`src/hdl/aesd_pkg.sv`:
```
// Shared types and constants for the axis enable and shutdown supervisor.
// Assumes one clock, the cyclic exchange tick, and a plain register port.
package aesd_pkg;

    // ------------------------------------------------------------------
    // Sizes and fixed codes
    // ------------------------------------------------------------------
    localparam int          AESD_AXES         = 4;
    localparam logic [15:0] AESD_ALARM_ENLOST = 16'h546c;  // Alarm 21612

    // ------------------------------------------------------------------
    // Register map (byte addresses) and values after reset
    // ------------------------------------------------------------------
    localparam logic [7:0]  AESD_REG_BRAKE    = 8'h00;  // fault_braking_ramp_time
    localparam logic [7:0]  AESD_REG_DELAY    = 8'h04;  // drive_shutdown_delay_time
    localparam logic [7:0]  AESD_REG_STILL    = 8'h08;  // standstill_speed_tolerance
    localparam logic [7:0]  AESD_REG_LUBE     = 8'h0c;  // lube_travel_distance
    localparam logic [7:0]  AESD_REG_RAMPTOL  = 8'h10;  // Ramp-up tolerance band
    localparam logic [7:0]  AESD_REG_STATUS   = 8'h14;  // Read-only state
    localparam logic [15:0] AESD_RST_BRAKE    = 16'h0064;
    localparam logic [23:0] AESD_RST_DELAY    = 24'h0003e8;
    localparam logic [15:0] AESD_RST_STILL    = 16'h0004;
    localparam logic [15:0] AESD_RST_LUBE     = 16'h1000;
    localparam logic [15:0] AESD_RST_RAMPTOL  = 16'h0008;

    // Status register field positions
    localparam int AESD_ST_MODE_LSB  = 0;   // Two bits per axis
    localparam int AESD_ST_ALARM_BIT = 16;
    localparam int AESD_ST_ABORT_BIT = 17;

    // ------------------------------------------------------------------
    // Types
    // ------------------------------------------------------------------
    typedef enum logic [1:0] {AX_IDLE, AX_RUN, AX_BRAKE, AX_LOCK} aesd_mode_e;

    // Request bits from the controller program and drive feedback per axis
    typedef struct packed {
        logic        enableReq;
        logic        intInhibitReq;
        logic        pulseEnReq;
        logic        groupMember;
        logic        driveAvail;
        logic        driveOk;
        logic        driveRamped;
        logic [15:0] actSpeed;     // Signed, per tick
        logic [15:0] setSpeed;     // Signed
        logic [15:0] travel;       // Unsigned distance this tick
    } aesd_axin_s;

    // Status bits back to the controller program per axis
    typedef struct packed {
        logic        posCtrlActive;
        logic        spdCtrlActive;
        logic        curCtrlActive;
        logic        stationary;
        logic        lubePulse;
        logic        driveReady;
        logic        integratorOff;
        logic        pulsesEnabled;
        logic        rampUpDone;
        logic        brakeActive;
        logic        zeroSetpoint;
        logic [31:0] actualPos;
    } aesd_axout_s;

    // Private per-axis state
    typedef struct packed {
        aesd_mode_e  mode;
        logic [23:0] timer;
        logic        wasMoving;
        logic [15:0] lubeAcc;
        logic [15:0] prevSet;
        aesd_axout_s out;
    } aesd_axst_s;

endpackage : aesd_pkg

```
`src/hdl/aesd_core.sv`:
```
// Axis and spindle enable supervision with cyclic status flags.
// Assumes mclk is the cyclic exchange tick and all inputs are synchronous to it.
//
// Behaviour
// - Emergency stop withdraws the enable of every axis and spindle.
// - Moving axis losing enable is rapid-stopped, then the enable-loss alarm is raised.
// - Enable loss opens the position loop and starts the shutdown delay.
// - Drive enable drops at zero speed or at the latest on delay expiry.
// - Delay expiry while moving still drops the drive, with zero setpoint.
// - Position keeps being acquired; an axis stopped from motion stays disabled until control reset.
// - Enable loss on one traversing group axis rapid-stops every traversing group axis.
// - After a group stop the interrupted program may not continue.
// - Integrator inhibit request turns the speed loop proportional-only.
// - Pulses only when requested and all other enables are present.
// - Drives-cyclic bit when all available drives reached ramp-up.
// - Group drive-ready bit only while all available drives are ready.
// - Kernel alarm bit while any kernel alarm is pending.
// - Temperature or fan monitor trip sets its own status bit.
// - Channel alarm bit while any channel alarm is pending.
// - Processing-stop bit while an alarm has stopped the program.
// - Foreign-language bit after the language switch command executed.
// - Stationary bit while speed lies within standstill tolerance.
// - Three bits report position, speed and current loop closed.
// - Lubrication bit toggles after each lubrication distance travelled.
// - Feedback bits: drive ready, integrator disabled, pulses enabled.
// - Ramp-up done once speed meets setpoint; load dips do not clear it.
// - Enable request closes the position loop of an idle axis and keeps it closed until enable loss or a group stop.
//
// Local design decisions: strobed register access and the placing of the registers.
`timescale 1ns/1ps
`default_nettype none

module aesd_core
    import aesd_pkg::*;
(
    input  wire logic                         mclk,
    input  wire logic                         rst,
    input  wire logic                         ctrlReset,
    input  wire logic                         estopActive,
    input  wire logic                         tempFault,
    input  wire logic                         kernelAlarmIn,
    input  wire logic                         chanAlarmIn,
    input  wire logic                         chanStopAlarmIn,
    input  wire logic                         foreignLangDone,
    input  wire logic                         nativeLangDone,
    input  wire aesd_axin_s [AESD_AXES-1:0]   axIn,
    output var aesd_axout_s [AESD_AXES-1:0]   axOut,
    output logic [15:0]                       brakeRampTime,
    output logic                              drivesCyclic,
    output logic                              groupDriveReady,
    output logic                              kernelAlarm,
    output logic                              tempAlarm,
    output logic                              chanAlarm,
    output logic                              chanStopAlarm,
    output logic                              foreignLang,
    output logic                              programAbort,
    output logic [15:0]                       alarmCode,
    input  wire logic [7:0]                   regAddr,
    input  wire logic [31:0]                  regWdata,
    input  wire logic                         regWr,
    input  wire logic                         regRd,
    output logic [31:0]                       regRdata
);

    // ------------------------------------------------------------------
    // State record
    // ------------------------------------------------------------------
    typedef struct packed {
        aesd_axst_s [AESD_AXES-1:0] ax;
        logic [15:0] brake;
        logic [23:0] delay;
        logic [15:0] still;
        logic [15:0] lube;
        logic [15:0] rampTol;
        logic [31:0] rdata;
        logic        enAlarm;
        logic        abort;
        logic        foreign;
        logic        cyclic;
        logic        grpReady;
        logic        kAlarm;
        logic        tAlarm;
        logic        cAlarm;
        logic        cStop;
    } aesd_state_s;

    aesd_state_s st_q;
    aesd_state_s st_d;

    // Magnitude of a signed 16-bit value; 0x8000 stays 0x8000 unsigned
    function automatic logic [15:0] aesd_mag(input logic [15:0] v);
        aesd_mag = v[15] ? 16'((~v) + 16'h0001) : v;
    endfunction : aesd_mag

    // ------------------------------------------------------------------
    // Group trip detection, ahead of the per-axis update
    // ------------------------------------------------------------------
    logic [AESD_AXES-1:0] moving;
    logic [AESD_AXES-1:0] enLost;
    logic [AESD_AXES-1:0] tripSrc;
    logic                 groupTrip;
    logic                 allReady;
    logic                 allRamped;

    // One generate loop derives the per-axis conditions
    for (genvar i = 0; i < AESD_AXES; i++) begin : g_cond
        assign moving[i]  = aesd_mag(axIn[i].actSpeed) > st_q.still;
        assign enLost[i]  = estopActive | ~axIn[i].enableReq;
        assign tripSrc[i] = axIn[i].groupMember & enLost[i] & moving[i]
                          & (st_q.ax[i].mode == AX_RUN);
    end

    assign groupTrip = |tripSrc;

    // Unavailable drives are left out of both group flags
    always_comb begin
        allReady  = 1'b1;
        allRamped = 1'b1;
        for (int i = 0; i < AESD_AXES; i++) begin
            if (axIn[i].driveAvail && !axIn[i].driveOk) begin
                allReady = 1'b0;
            end
            if (axIn[i].driveAvail && !axIn[i].driveRamped) begin
                allRamped = 1'b0;
            end
        end
    end

    // ------------------------------------------------------------------
    // Next-state logic, sampled once per exchange tick
    // ------------------------------------------------------------------
    always_comb begin
        logic [16:0] lubeSum;
        logic [16:0] rampErr;
        logic        spdOn;
        logic        alarmNow;
        lubeSum  = 17'h00000;
        rampErr  = 17'h00000;
        spdOn    = 1'b0;
        alarmNow = 1'b0;
        st_d     = st_q;
        st_d.rdata = 32'h00000000;

        // Register writes steer the shutdown and status timing
        if (regWr) begin
            case (regAddr)
                AESD_REG_BRAKE:   st_d.brake   = regWdata[15:0];
                AESD_REG_DELAY:   st_d.delay   = regWdata[23:0];
                AESD_REG_STILL:   st_d.still   = regWdata[15:0];
                AESD_REG_LUBE:    st_d.lube    = regWdata[15:0];
                AESD_REG_RAMPTOL: st_d.rampTol = regWdata[15:0];
                default:          ;
            endcase
        end

        for (int i = 0; i < AESD_AXES; i++) begin
            // Supervision sequence per axis
            case (st_q.ax[i].mode)
                AX_IDLE: begin
                    if (!enLost[i]) begin
                        st_d.ax[i].mode = AX_RUN;
                    end
                end
                AX_RUN: begin
                    // Group stop also hits axes whose own enable is still present
                    if (enLost[i] || (groupTrip && axIn[i].groupMember && moving[i])) begin
                        st_d.ax[i].mode      = AX_BRAKE;
                        st_d.ax[i].timer     = st_q.delay;
                        st_d.ax[i].wasMoving = moving[i];
                    end
                end
                AX_BRAKE: begin
                    if (!moving[i]) begin
                        // Zero speed reached: drive may drop now
                        st_d.ax[i].mode = st_q.ax[i].wasMoving ? AX_LOCK : AX_IDLE;
                        alarmNow        = alarmNow | st_q.ax[i].wasMoving;
                    end else if (st_q.ax[i].timer == 24'h000000) begin
                        // Delay set too short: abrupt stop on a zero setpoint
                        st_d.ax[i].mode             = AX_LOCK;
                        st_d.ax[i].out.zeroSetpoint = 1'b1;
                        alarmNow                    = 1'b1;
                    end else begin
                        st_d.ax[i].timer = 24'(st_q.ax[i].timer - 24'h000001);
                    end
                end
                AX_LOCK: begin
                    if (ctrlReset) begin
                        st_d.ax[i].mode             = AX_IDLE;
                        st_d.ax[i].out.zeroSetpoint = 1'b0;
                    end
                end
                default: st_d.ax[i].mode = AX_IDLE;
            endcase

            // Loop and drive feedback follow the new mode
            spdOn = (st_d.ax[i].mode == AX_RUN) || (st_d.ax[i].mode == AX_BRAKE);
            st_d.ax[i].out.posCtrlActive = (st_d.ax[i].mode == AX_RUN);
            st_d.ax[i].out.spdCtrlActive = spdOn;
            st_d.ax[i].out.brakeActive   = (st_d.ax[i].mode == AX_BRAKE);
            st_d.ax[i].out.pulsesEnabled = axIn[i].pulseEnReq & axIn[i].driveAvail
                                         & axIn[i].driveOk & spdOn;
            st_d.ax[i].out.curCtrlActive = st_d.ax[i].out.pulsesEnabled;
            st_d.ax[i].out.driveReady    = axIn[i].driveOk
                                         & (st_d.ax[i].mode != AX_LOCK);
            st_d.ax[i].out.integratorOff = axIn[i].intInhibitReq;
            st_d.ax[i].out.stationary    = ~moving[i];

            // Position is tracked in every mode, locked or not
            st_d.ax[i].out.actualPos = 32'(st_q.ax[i].out.actualPos
                                     + {{16{axIn[i].actSpeed[15]}}, axIn[i].actSpeed});

            // Lubrication toggle, the excess distance is dropped
            lubeSum = {1'b0, st_q.ax[i].lubeAcc} + {1'b0, axIn[i].travel};
            if (lubeSum > {1'b0, st_q.lube}) begin
                st_d.ax[i].out.lubePulse = ~st_q.ax[i].out.lubePulse;
                st_d.ax[i].lubeAcc       = 16'h0000;
            end else begin
                st_d.ax[i].lubeAcc = lubeSum[15:0];
            end

            // Ramp-up done: cleared only by a new setpoint, never by load dips
            st_d.ax[i].prevSet = axIn[i].setSpeed;
            rampErr = 17'({axIn[i].actSpeed[15], axIn[i].actSpeed}
                        - {axIn[i].setSpeed[15], axIn[i].setSpeed});
            if (axIn[i].setSpeed != st_q.ax[i].prevSet) begin
                st_d.ax[i].out.rampUpDone = 1'b0;
            end else if ((rampErr[16] ? 17'((~rampErr) + 17'h00001) : rampErr)
                         <= {1'b0, st_q.rampTol}) begin
                st_d.ax[i].out.rampUpDone = 1'b1;
            end
        end

        // Sticky flags: a new event wins over a reset in the same tick
        if (ctrlReset) begin
            st_d.enAlarm = 1'b0;
            st_d.abort   = 1'b0;
            st_d.foreign = 1'b0;
        end
        if (alarmNow) begin
            st_d.enAlarm = 1'b1;
        end
        if (groupTrip) begin
            st_d.abort = 1'b1;
        end
        if (nativeLangDone) begin
            st_d.foreign = 1'b0;
        end
        if (foreignLangDone) begin
            st_d.foreign = 1'b1;
        end

        // General and channel status bits, refreshed every tick
        st_d.cyclic   = allRamped;
        st_d.grpReady = allReady;
        st_d.kAlarm   = st_d.enAlarm | kernelAlarmIn;
        st_d.tAlarm   = tempFault;
        st_d.cAlarm   = st_d.enAlarm | chanAlarmIn;
        st_d.cStop    = st_d.abort | chanStopAlarmIn;

        // Read data, valid only in the cycle after the strobe
        if (regRd) begin
            case (regAddr)
                AESD_REG_BRAKE:   st_d.rdata = {16'h0000, st_q.brake};
                AESD_REG_DELAY:   st_d.rdata = {8'h00, st_q.delay};
                AESD_REG_STILL:   st_d.rdata = {16'h0000, st_q.still};
                AESD_REG_LUBE:    st_d.rdata = {16'h0000, st_q.lube};
                AESD_REG_RAMPTOL: st_d.rdata = {16'h0000, st_q.rampTol};
                AESD_REG_STATUS: begin
                    for (int i = 0; i < AESD_AXES; i++) begin
                        st_d.rdata[AESD_ST_MODE_LSB + 2*i +: 2] = st_q.ax[i].mode;
                    end
                    st_d.rdata[AESD_ST_ALARM_BIT] = st_q.enAlarm;
                    st_d.rdata[AESD_ST_ABORT_BIT] = st_q.abort;
                end
                default:          st_d.rdata = 32'h00000000;
            endcase
        end
    end

    // ------------------------------------------------------------------
    // State register
    // ------------------------------------------------------------------
    always_ff @(posedge mclk or posedge rst) begin
        if (rst) begin
            st_q         <= '0;
            st_q.brake   <= AESD_RST_BRAKE;
            st_q.delay   <= AESD_RST_DELAY;
            st_q.still   <= AESD_RST_STILL;
            st_q.lube    <= AESD_RST_LUBE;
            st_q.rampTol <= AESD_RST_RAMPTOL;
        end else begin
            st_q <= st_d;
        end
    end

    // ------------------------------------------------------------------
    // Outputs, all straight from flip-flops
    // ------------------------------------------------------------------
    always_comb begin
        for (int i = 0; i < AESD_AXES; i++) begin
            axOut[i] = st_q.ax[i].out;
        end
    end
    assign brakeRampTime   = st_q.brake;
    assign drivesCyclic    = st_q.cyclic;
    assign groupDriveReady = st_q.grpReady;
    assign kernelAlarm     = st_q.kAlarm;
    assign tempAlarm       = st_q.tAlarm;
    assign chanAlarm       = st_q.cAlarm;
    assign chanStopAlarm   = st_q.cStop;
    assign foreignLang     = st_q.foreign;
    assign programAbort    = st_q.abort;
    assign alarmCode       = st_q.enAlarm ? AESD_ALARM_ENLOST : 16'h0000;
    assign regRdata        = st_q.rdata;

    // ------------------------------------------------------------------
    // Checks
    // ------------------------------------------------------------------
    for (genvar i = 0; i < AESD_AXES; i++) begin : g_chk
        a_estop_opens_loop: assert property (
            @(posedge mclk) disable iff (rst)
            estopActive |=> !axOut[i].posCtrlActive)
            else $error("position loop closed after emergency stop");
        a_pos_needs_enable: assert property (
            @(posedge mclk) disable iff (rst)
            axOut[i].posCtrlActive |-> $past(axIn[i].enableReq))
            else $error("position loop closed without enable request");
        a_pulse_needs_all: assert property (
            @(posedge mclk) disable iff (rst)
            axOut[i].pulsesEnabled |-> $past(axIn[i].pulseEnReq && axIn[i].driveOk)
                                       && axOut[i].spdCtrlActive)
            else $error("pulses enabled without all enables");
        a_zero_set_drive_off: assert property (
            @(posedge mclk) disable iff (rst)
            $rose(axOut[i].zeroSetpoint) |-> !axOut[i].spdCtrlActive
                                             && $past(axOut[i].brakeActive))
            else $error("zero setpoint without drive removal");
        a_lock_holds_off: assert property (
            @(posedge mclk) disable iff (rst)
            axOut[i].zeroSetpoint && !ctrlReset |=> axOut[i].zeroSetpoint
                                                    && !axOut[i].posCtrlActive)
            else $error("locked axis left disabled state without reset");
        a_ramp_done_sticky: assert property (
            @(posedge mclk) disable iff (rst)
            axOut[i].rampUpDone && $stable(axIn[i].setSpeed) |=> axOut[i].rampUpDone)
            else $error("ramp-up done cleared without new setpoint");
        a_integ_follows: assert property (
            @(posedge mclk) disable iff (rst)
            axIn[i].intInhibitReq ##1 axIn[i].intInhibitReq |=> axOut[i].integratorOff[*1])
            else $error("integrator inhibit not reported");
        a_brake_bounded: assert property (
            @(posedge mclk) disable iff (rst)
            $rose(axOut[i].brakeActive) && st_q.delay < 24'h000384
            |-> ##[1:1000] !axOut[i].brakeActive)
            else $error("drive enable not removed after shutdown delay");
    end

    a_group_ready: assert property (
        @(posedge mclk) disable iff (rst)
        groupDriveReady |-> $past(allReady))
        else $error("group drive ready with a drive not ready");
    a_alarm_to_kernel: assert property (
        @(posedge mclk) disable iff (rst)
        (alarmCode != 16'h0000) |-> kernelAlarm && chanAlarm)
        else $error("pending alarm not reported");
    a_trip_aborts: assert property (
        @(posedge mclk) disable iff (rst)
        groupTrip && !ctrlReset |=> programAbort && chanStopAlarm)
        else $error("group stop did not abort program");

    c_estop_brake: cover property (
        @(posedge mclk) disable iff (rst) estopActive ##1 axOut[0].brakeActive);
    c_timeout_lock: cover property (
        @(posedge mclk) disable iff (rst) $rose(axOut[0].zeroSetpoint));
    c_group_abort: cover property (
        @(posedge mclk) disable iff (rst) $rose(programAbort));
    c_lube_toggle: cover property (
        @(posedge mclk) disable iff (rst) $changed(axOut[1].lubePulse));

endmodule : aesd_core

`default_nettype wire

```
`config.mk`:
```
export PLATFORM = sky130hd
export DESIGN_NAME = aesd_core
export DESIGN_NICKNAME = d
export VERILOG_FILES = /design/src/hdl/aesd_pkg.sv /design/src/hdl/aesd_core.sv
export SDC_FILE = /design/constraint.sdc
export NUM_CORES = 2
export LEC_CHECK = 0
export ABC_AREA = 1
export ABC_CLOCK_PERIOD_IN_PS = 28700
export BUFFER_PORTS_ARGS = -buffer_cell sky130_fd_sc_hd__clkbuf_2
export CORE_ASPECT_RATIO = 0.7
export CORE_UTILIZATION = 40
export CTS_CLUSTER_SIZE = 25
export DETAILED_ROUTE_END_ITERATION = 7
export PLACE_DENSITY_LB_ADDON = 0.3
export SKIP_CTS_REPAIR_TIMING = 1
export SLEW_MARGIN = 20
export SYNTH_ARGS = -nofsm -noshare
export SYNTH_HDL_FRONTEND = slang
export SYNTH_SLANG_ARGS = --single-unit
export TNS_END_PERCENT = 10
```
`constraint.sdc`:
```
create_clock -name mclk -period 28.7 [get_ports mclk]
set_input_delay 5.74 -clock mclk [delete_from_list [all_inputs] [get_ports mclk]]
set_output_delay 5.74 -clock mclk [all_outputs]
set_load 0.1 [all_outputs]
```
==> impl_summary.txt <==
----------------------------------------------------
[GRT]
  Vias in the first global route ... 36800
  Number of antenna violations at the first check in global routing ... 15
  Global route overflow ... 0
  Pin count of the biggest net entering global routing ... 116
  GR Util All Layers ... 0.243
  Wire length of the first global-routing pass ... 212000 um

[Synthesis]
  Post-synthesis share of cell area spent on and, or, nand and nor gates ... 0.259
  Largest family of logic cells by synthesized area ... simple AND/OR/NAND/NOR gates
  Xor-xnor portion of the synthesized cell area ... 0.0769
  Unique cell type count in the Yosys netlist ... 67
  Cell type contributing the most total cell area after synthesis ... sky130_fd_sc_hd__dfrtp_1
  Fraction of the yosys area taken by sequential cells ... 0.297
  Yosys warns ... 0
  Portion of synthesized cell area occupied by the leading cell type ... 0.290
  Synth Area in Adders ... 0.138
  Average cell area after synthesis ... 7.34 um2
  Async set-or-reset flop fraction in the synthesized netlist ... 1.00
  Cell area after technology mapping ... 44200 um2
  Cells after synthesis ... 6027
  Number of enable-type register cells in the synthesized netlist ... 0
  Post-synthesis compound-gate area fraction ... 0.116
  Post-synth top flop ... sky130_fd_sc_hd__dfrtp_1
  Post-synthesis register bit count ... 525
  Cell types with the largest area share after synthesis ... sky130_fd_sc_hd__dfrtp_1 (29%), sky130_fd_sc_hd__ha_1 (13%), sky130_fd_sc_hd__nand2_1 (12%), sky130_fd_sc_hd__inv_1 (6.2%), sky130_fd_sc_hd__nor2_1 (5.4%)
  Mux share of post-synthesis cell area ... 0

[Worst hold path]
  HP Class ... flip-flop to flip-flop
  End of the worst hold path ... st_q[69]
  Start point of the worst hold path ... st_q[69]
  Worst hold path depth ... 2

[Routing]
  Drt total wl ... 138000 um
  Routed Antenna Nets ... 0
  Drt wl/cell ... 17.8 um
  Number of DRC markers after the initial detailed-route iteration ... 3362
  Number of iterations in the first detailed-routing pass ... 7
  Total vias in the final route ... 39700
  DRC Markers ... 0
  Via count normalized by instance count ... 5.10

[Critical path]
  Startpoint types ... input pin
  Data arrival time at the worst-slack endpoint ... 10400 ps
  Start point of the critical path ... axIn[143]
  Cell breakdown of the critical path ... clkbuf_2, inv_1, ha_1, inv_1, nor3_1, nand2_1, nor3_1, nand3_1, o31ai_1, xnor2_1, ha_1, nand2_2, nor4_4, nand2_1, nand2_1, nand4_2, nand2_4, o21ai_2, nand2_4, nand2_4, nand3_1, inv_1, ha_1, nor2_1
  Reg2reg setup slack ... 24570 ps
  Family of cells with the greatest summed delay on the critical path ... simple AND/OR/NAND/NOR gates
  CP Capture Type ... flip-flop
  Depth of the worst register-to-register path ... 15
  Worst R2R End ... axOut[35]
  Buffering stage count on the worst path with inverters included ... 4
  Data required time of the critical path ... 29290 ps
  Highest cell delay on the worst timing path ... 330 ps
  Critical-path maximum fanout ... 28
  Slowest stage cell, crit path ... sky130_fd_sc_hd__nor3_1
  Worst R2R Start ... st_q[84]
  Critical Setup Path Class ... input pin to flip-flop

[Clock network]
  CTS buffer count ... 60
  Clock insertion delay at the later pin of the skew report ... 680 ps
  CTS sink cnt ... 525
  TritonCTS clock tree ... yes
  Depth of the CTS H-tree ... 2
  Clock transition at the registers of the reported paths ... 70 ps
  Buffer levels on the longest clock path ... 3
  CTS root buf ... sky130_fd_sc_hd__clkbuf_16

[Power and ir drop]
  P_int ... 2400 uW
  IR Drop Worst-Case VDD ... 0.136 mV
  Switching power ... 2900 uW
  Leakage ... 0.0256 uW
  Sequential Power Share ... 0.214
  Clock power share ... 0.170
  Total power divided by cell area ... 109 nW/um2
  Switching Share ... 0.548
  Proportion of power drawn by combinational gates ... 0.615

[Timing]
  Final setup violation count ... 0
  Timing-limited maximum frequency ... 102 MHz
  Period minus WS final ... 9810 ps
  Part of the cycle the worst path needs ... 0.342
  Max Slew Vio Count ... 0
  Unrepaired setup endpoints after global routing ... false
  Number of hold violations in the final report ... 0
  Worst slew margin ... 0.306
  Actual transition at the worst max-transition pin ... 1040 ps
  Worst-case clock skew ... 37.2 ps
  Setup TNS ... 0 ps

[Finish]
  Top library cells by usage in the layout, fill and taps aside ... sky130_fd_sc_hd__nand2_1 (1391), sky130_fd_sc_hd__inv_1 (726), sky130_fd_sc_hd__nor2_1 (627), sky130_fd_sc_hd__dfrtp_1 (513), sky130_fd_sc_hd__clkbuf_2 (490)
  Final Non-Filler Cells ... 7790
  Layout cells sized above 1 ... 0.122
  Final Net Count ... 7046
  Post-Layout Inst Area ... 48800 um2
  Number of filler instances in the final layout ... 11000
  Final design utilization ... 0.447
  Layout-stage area growth over the synthesis result ... 10.3%
  Leading cell type in the layout, fill and taps excluded ... sky130_fd_sc_hd__nand2_1

[Die]
  Standard-cell rows ... 101
  Die Footprint ... 112000 um2
  Die height ... 280 um
  Starting density of the core ... 0.406
  I/O pins ... 516
  Die boundary width ... 399 um
  Core Region ... 109000 um2

[Outcome]
  Status ... finished clean

[Placement]
  Final GP Congestion ... 0.929
  Number of cells after detailed placement ... 7674
  Detailed placer's ending HPWL ... 107000 um
  Number of buffers added on ports ... 490
  Cell Area, Placed ... 46500 um2

[Job]
  Total of max-cap violations ... 0

----------------------------------------------------
[per-layer routing]
metal	part of all wire	up-vias	GRT usage
met3	0.068	168	0.0428
met1	0.48	18400	0.358
met4	0.021	10	0.0536
met2	0.43	1179	0.365
li1	-	20000	-
met5	0.00047	-	0
[synthesized netlist by cell type, types with 8 or more instances]
master / count
sky130_fd_sc_hd__nand3_1: 344
sky130_fd_sc_hd__xnor2_1: 158
sky130_fd_sc_hd__inv_1: 727
sky130_fd_sc_hd__dfstp_2: 12
sky130_fd_sc_hd__nor4_1: 19
sky130_fd_sc_hd__nand2_4: 12
sky130_fd_sc_hd__buf_4: 247
sky130_fd_sc_hd__o21ai_0: 238
sky130_fd_sc_hd__nor2_2: 12
sky130_fd_sc_hd__dfrtp_1: 513
sky130_fd_sc_hd__nand3b_1: 17
sky130_fd_sc_hd__o21ai_2: 10
sky130_fd_sc_hd__a31oi_1: 17
sky130_fd_sc_hd__clkbuf_1: 37
sky130_fd_sc_hd__o21a_1: 11
sky130_fd_sc_hd__fa_1: 12
sky130_fd_sc_hd__buf_6: 10
sky130_fd_sc_hd__nand2_1: 1392
sky130_fd_sc_hd__ha_1: 468
sky130_fd_sc_hd__and2_1: 9
sky130_fd_sc_hd__nor3_1: 69
sky130_fd_sc_hd__a21o_1: 41
sky130_fd_sc_hd__a221oi_1: 19
sky130_fd_sc_hd__a21boi_0: 21
sky130_fd_sc_hd__inv_2: 15
sky130_fd_sc_hd__or2_2: 37
sky130_fd_sc_hd__nor2_1: 631
sky130_fd_sc_hd__o211ai_1: 21
sky130_fd_sc_hd__o21bai_1: 38
sky130_fd_sc_hd__nor3_2: 8
sky130_fd_sc_hd__xor2_1: 223
sky130_fd_sc_hd__o21ai_1: 35
sky130_fd_sc_hd__o22ai_1: 20
sky130_fd_sc_hd__nand2_2: 11
sky130_fd_sc_hd__a211oi_1: 10
sky130_fd_sc_hd__nand4_1: 94
sky130_fd_sc_hd__a21oi_1: 380
sky130_fd_sc_hd__buf_2: 23
[area by class of cell]
| class | instances | area (um2) | area share |
|---|---|---|---|
| antenna | 3 | 7.51 | 0.000154 |
| clock buffer | 73 | 1670 | 0.0343 |
| clock inverter | 40 | 621 | 0.0127 |
| inverter | 745 | 2800 | 0.0575 |
| multi-input combinational | 4456 | 26100 | 0.536 |
| sequential | 525 | 13200 | 0.270 |
| tap | 1442 | 1800 | 0.0370 |
| timing repair buffer | 506 | 2570 | 0.0528 |
[per-stage QoR]
stage | hold WS (ps) | total power (uW) | setup slack [ps]
CTS | 480 | 5310 | 18790
floorplan | 453 | 3920 | 8310
detailed placement | 470 | 4380 | 18090
global route | 499 | 5710 | 18380
global placement | 462 | 4330 | 18160
finish | 482 | 5300 | 18890
[state kept, by name, indices dropped and copies added, names as in the netlist]
signal           flops
tempAlarm            1
regRdata            24
kernelAlarm          1
drivesCyclic         1
programAbort         1
groupDriveReady      1
chanAlarm            1
axOut              168
st_q               309
brakeRampTime       16
foreignLang          1
chanStopAlarm        1
[cells by family (layout without fill, tap and decap cells)]
kind of cell               after synthesis  count (layout)
AOI/OAI and AO/OA                      894             894
other                                    1              20
buffers and inverters                 1062            1364
DFF                                    525             525
xor gates and xnor gates               385             385
and+or+nand+nor                       2680            2680
adders and majority gates              480             480
[worst reg2reg max path, delay by kind of cell (launching register included)]
family	cells	cell delay (ps)
simple gates	7	1690
flops	1	400
fa+ha+maj	2	650
buf+inv	2	680
compound gates	4	610
[power by group through the flow]
stage               Sequential, uW  Combinational (uW)  Clock [uW]
global placement              1140                3190           0
global route                  1160                3580         957
CTS                           1130                3250         929
floorplan                     1110                2810           0
detailed placement            1140                3230           0
finish                        1140                3260         904
[worst max path at each step]
stage,endpoint,slack (ps),cells after the start
6_report,axOut[35],18890,24
3_5_place_dp,axOut[35],18090,23
3_3_place_gp,axOut[35],18160,23
5_1_grt,axOut[35],18380,24
2_1_floorplan,axOut[0],8310,1
4_1_cts,axOut[35],18790,23
Power figures use the tool's default switching activity.
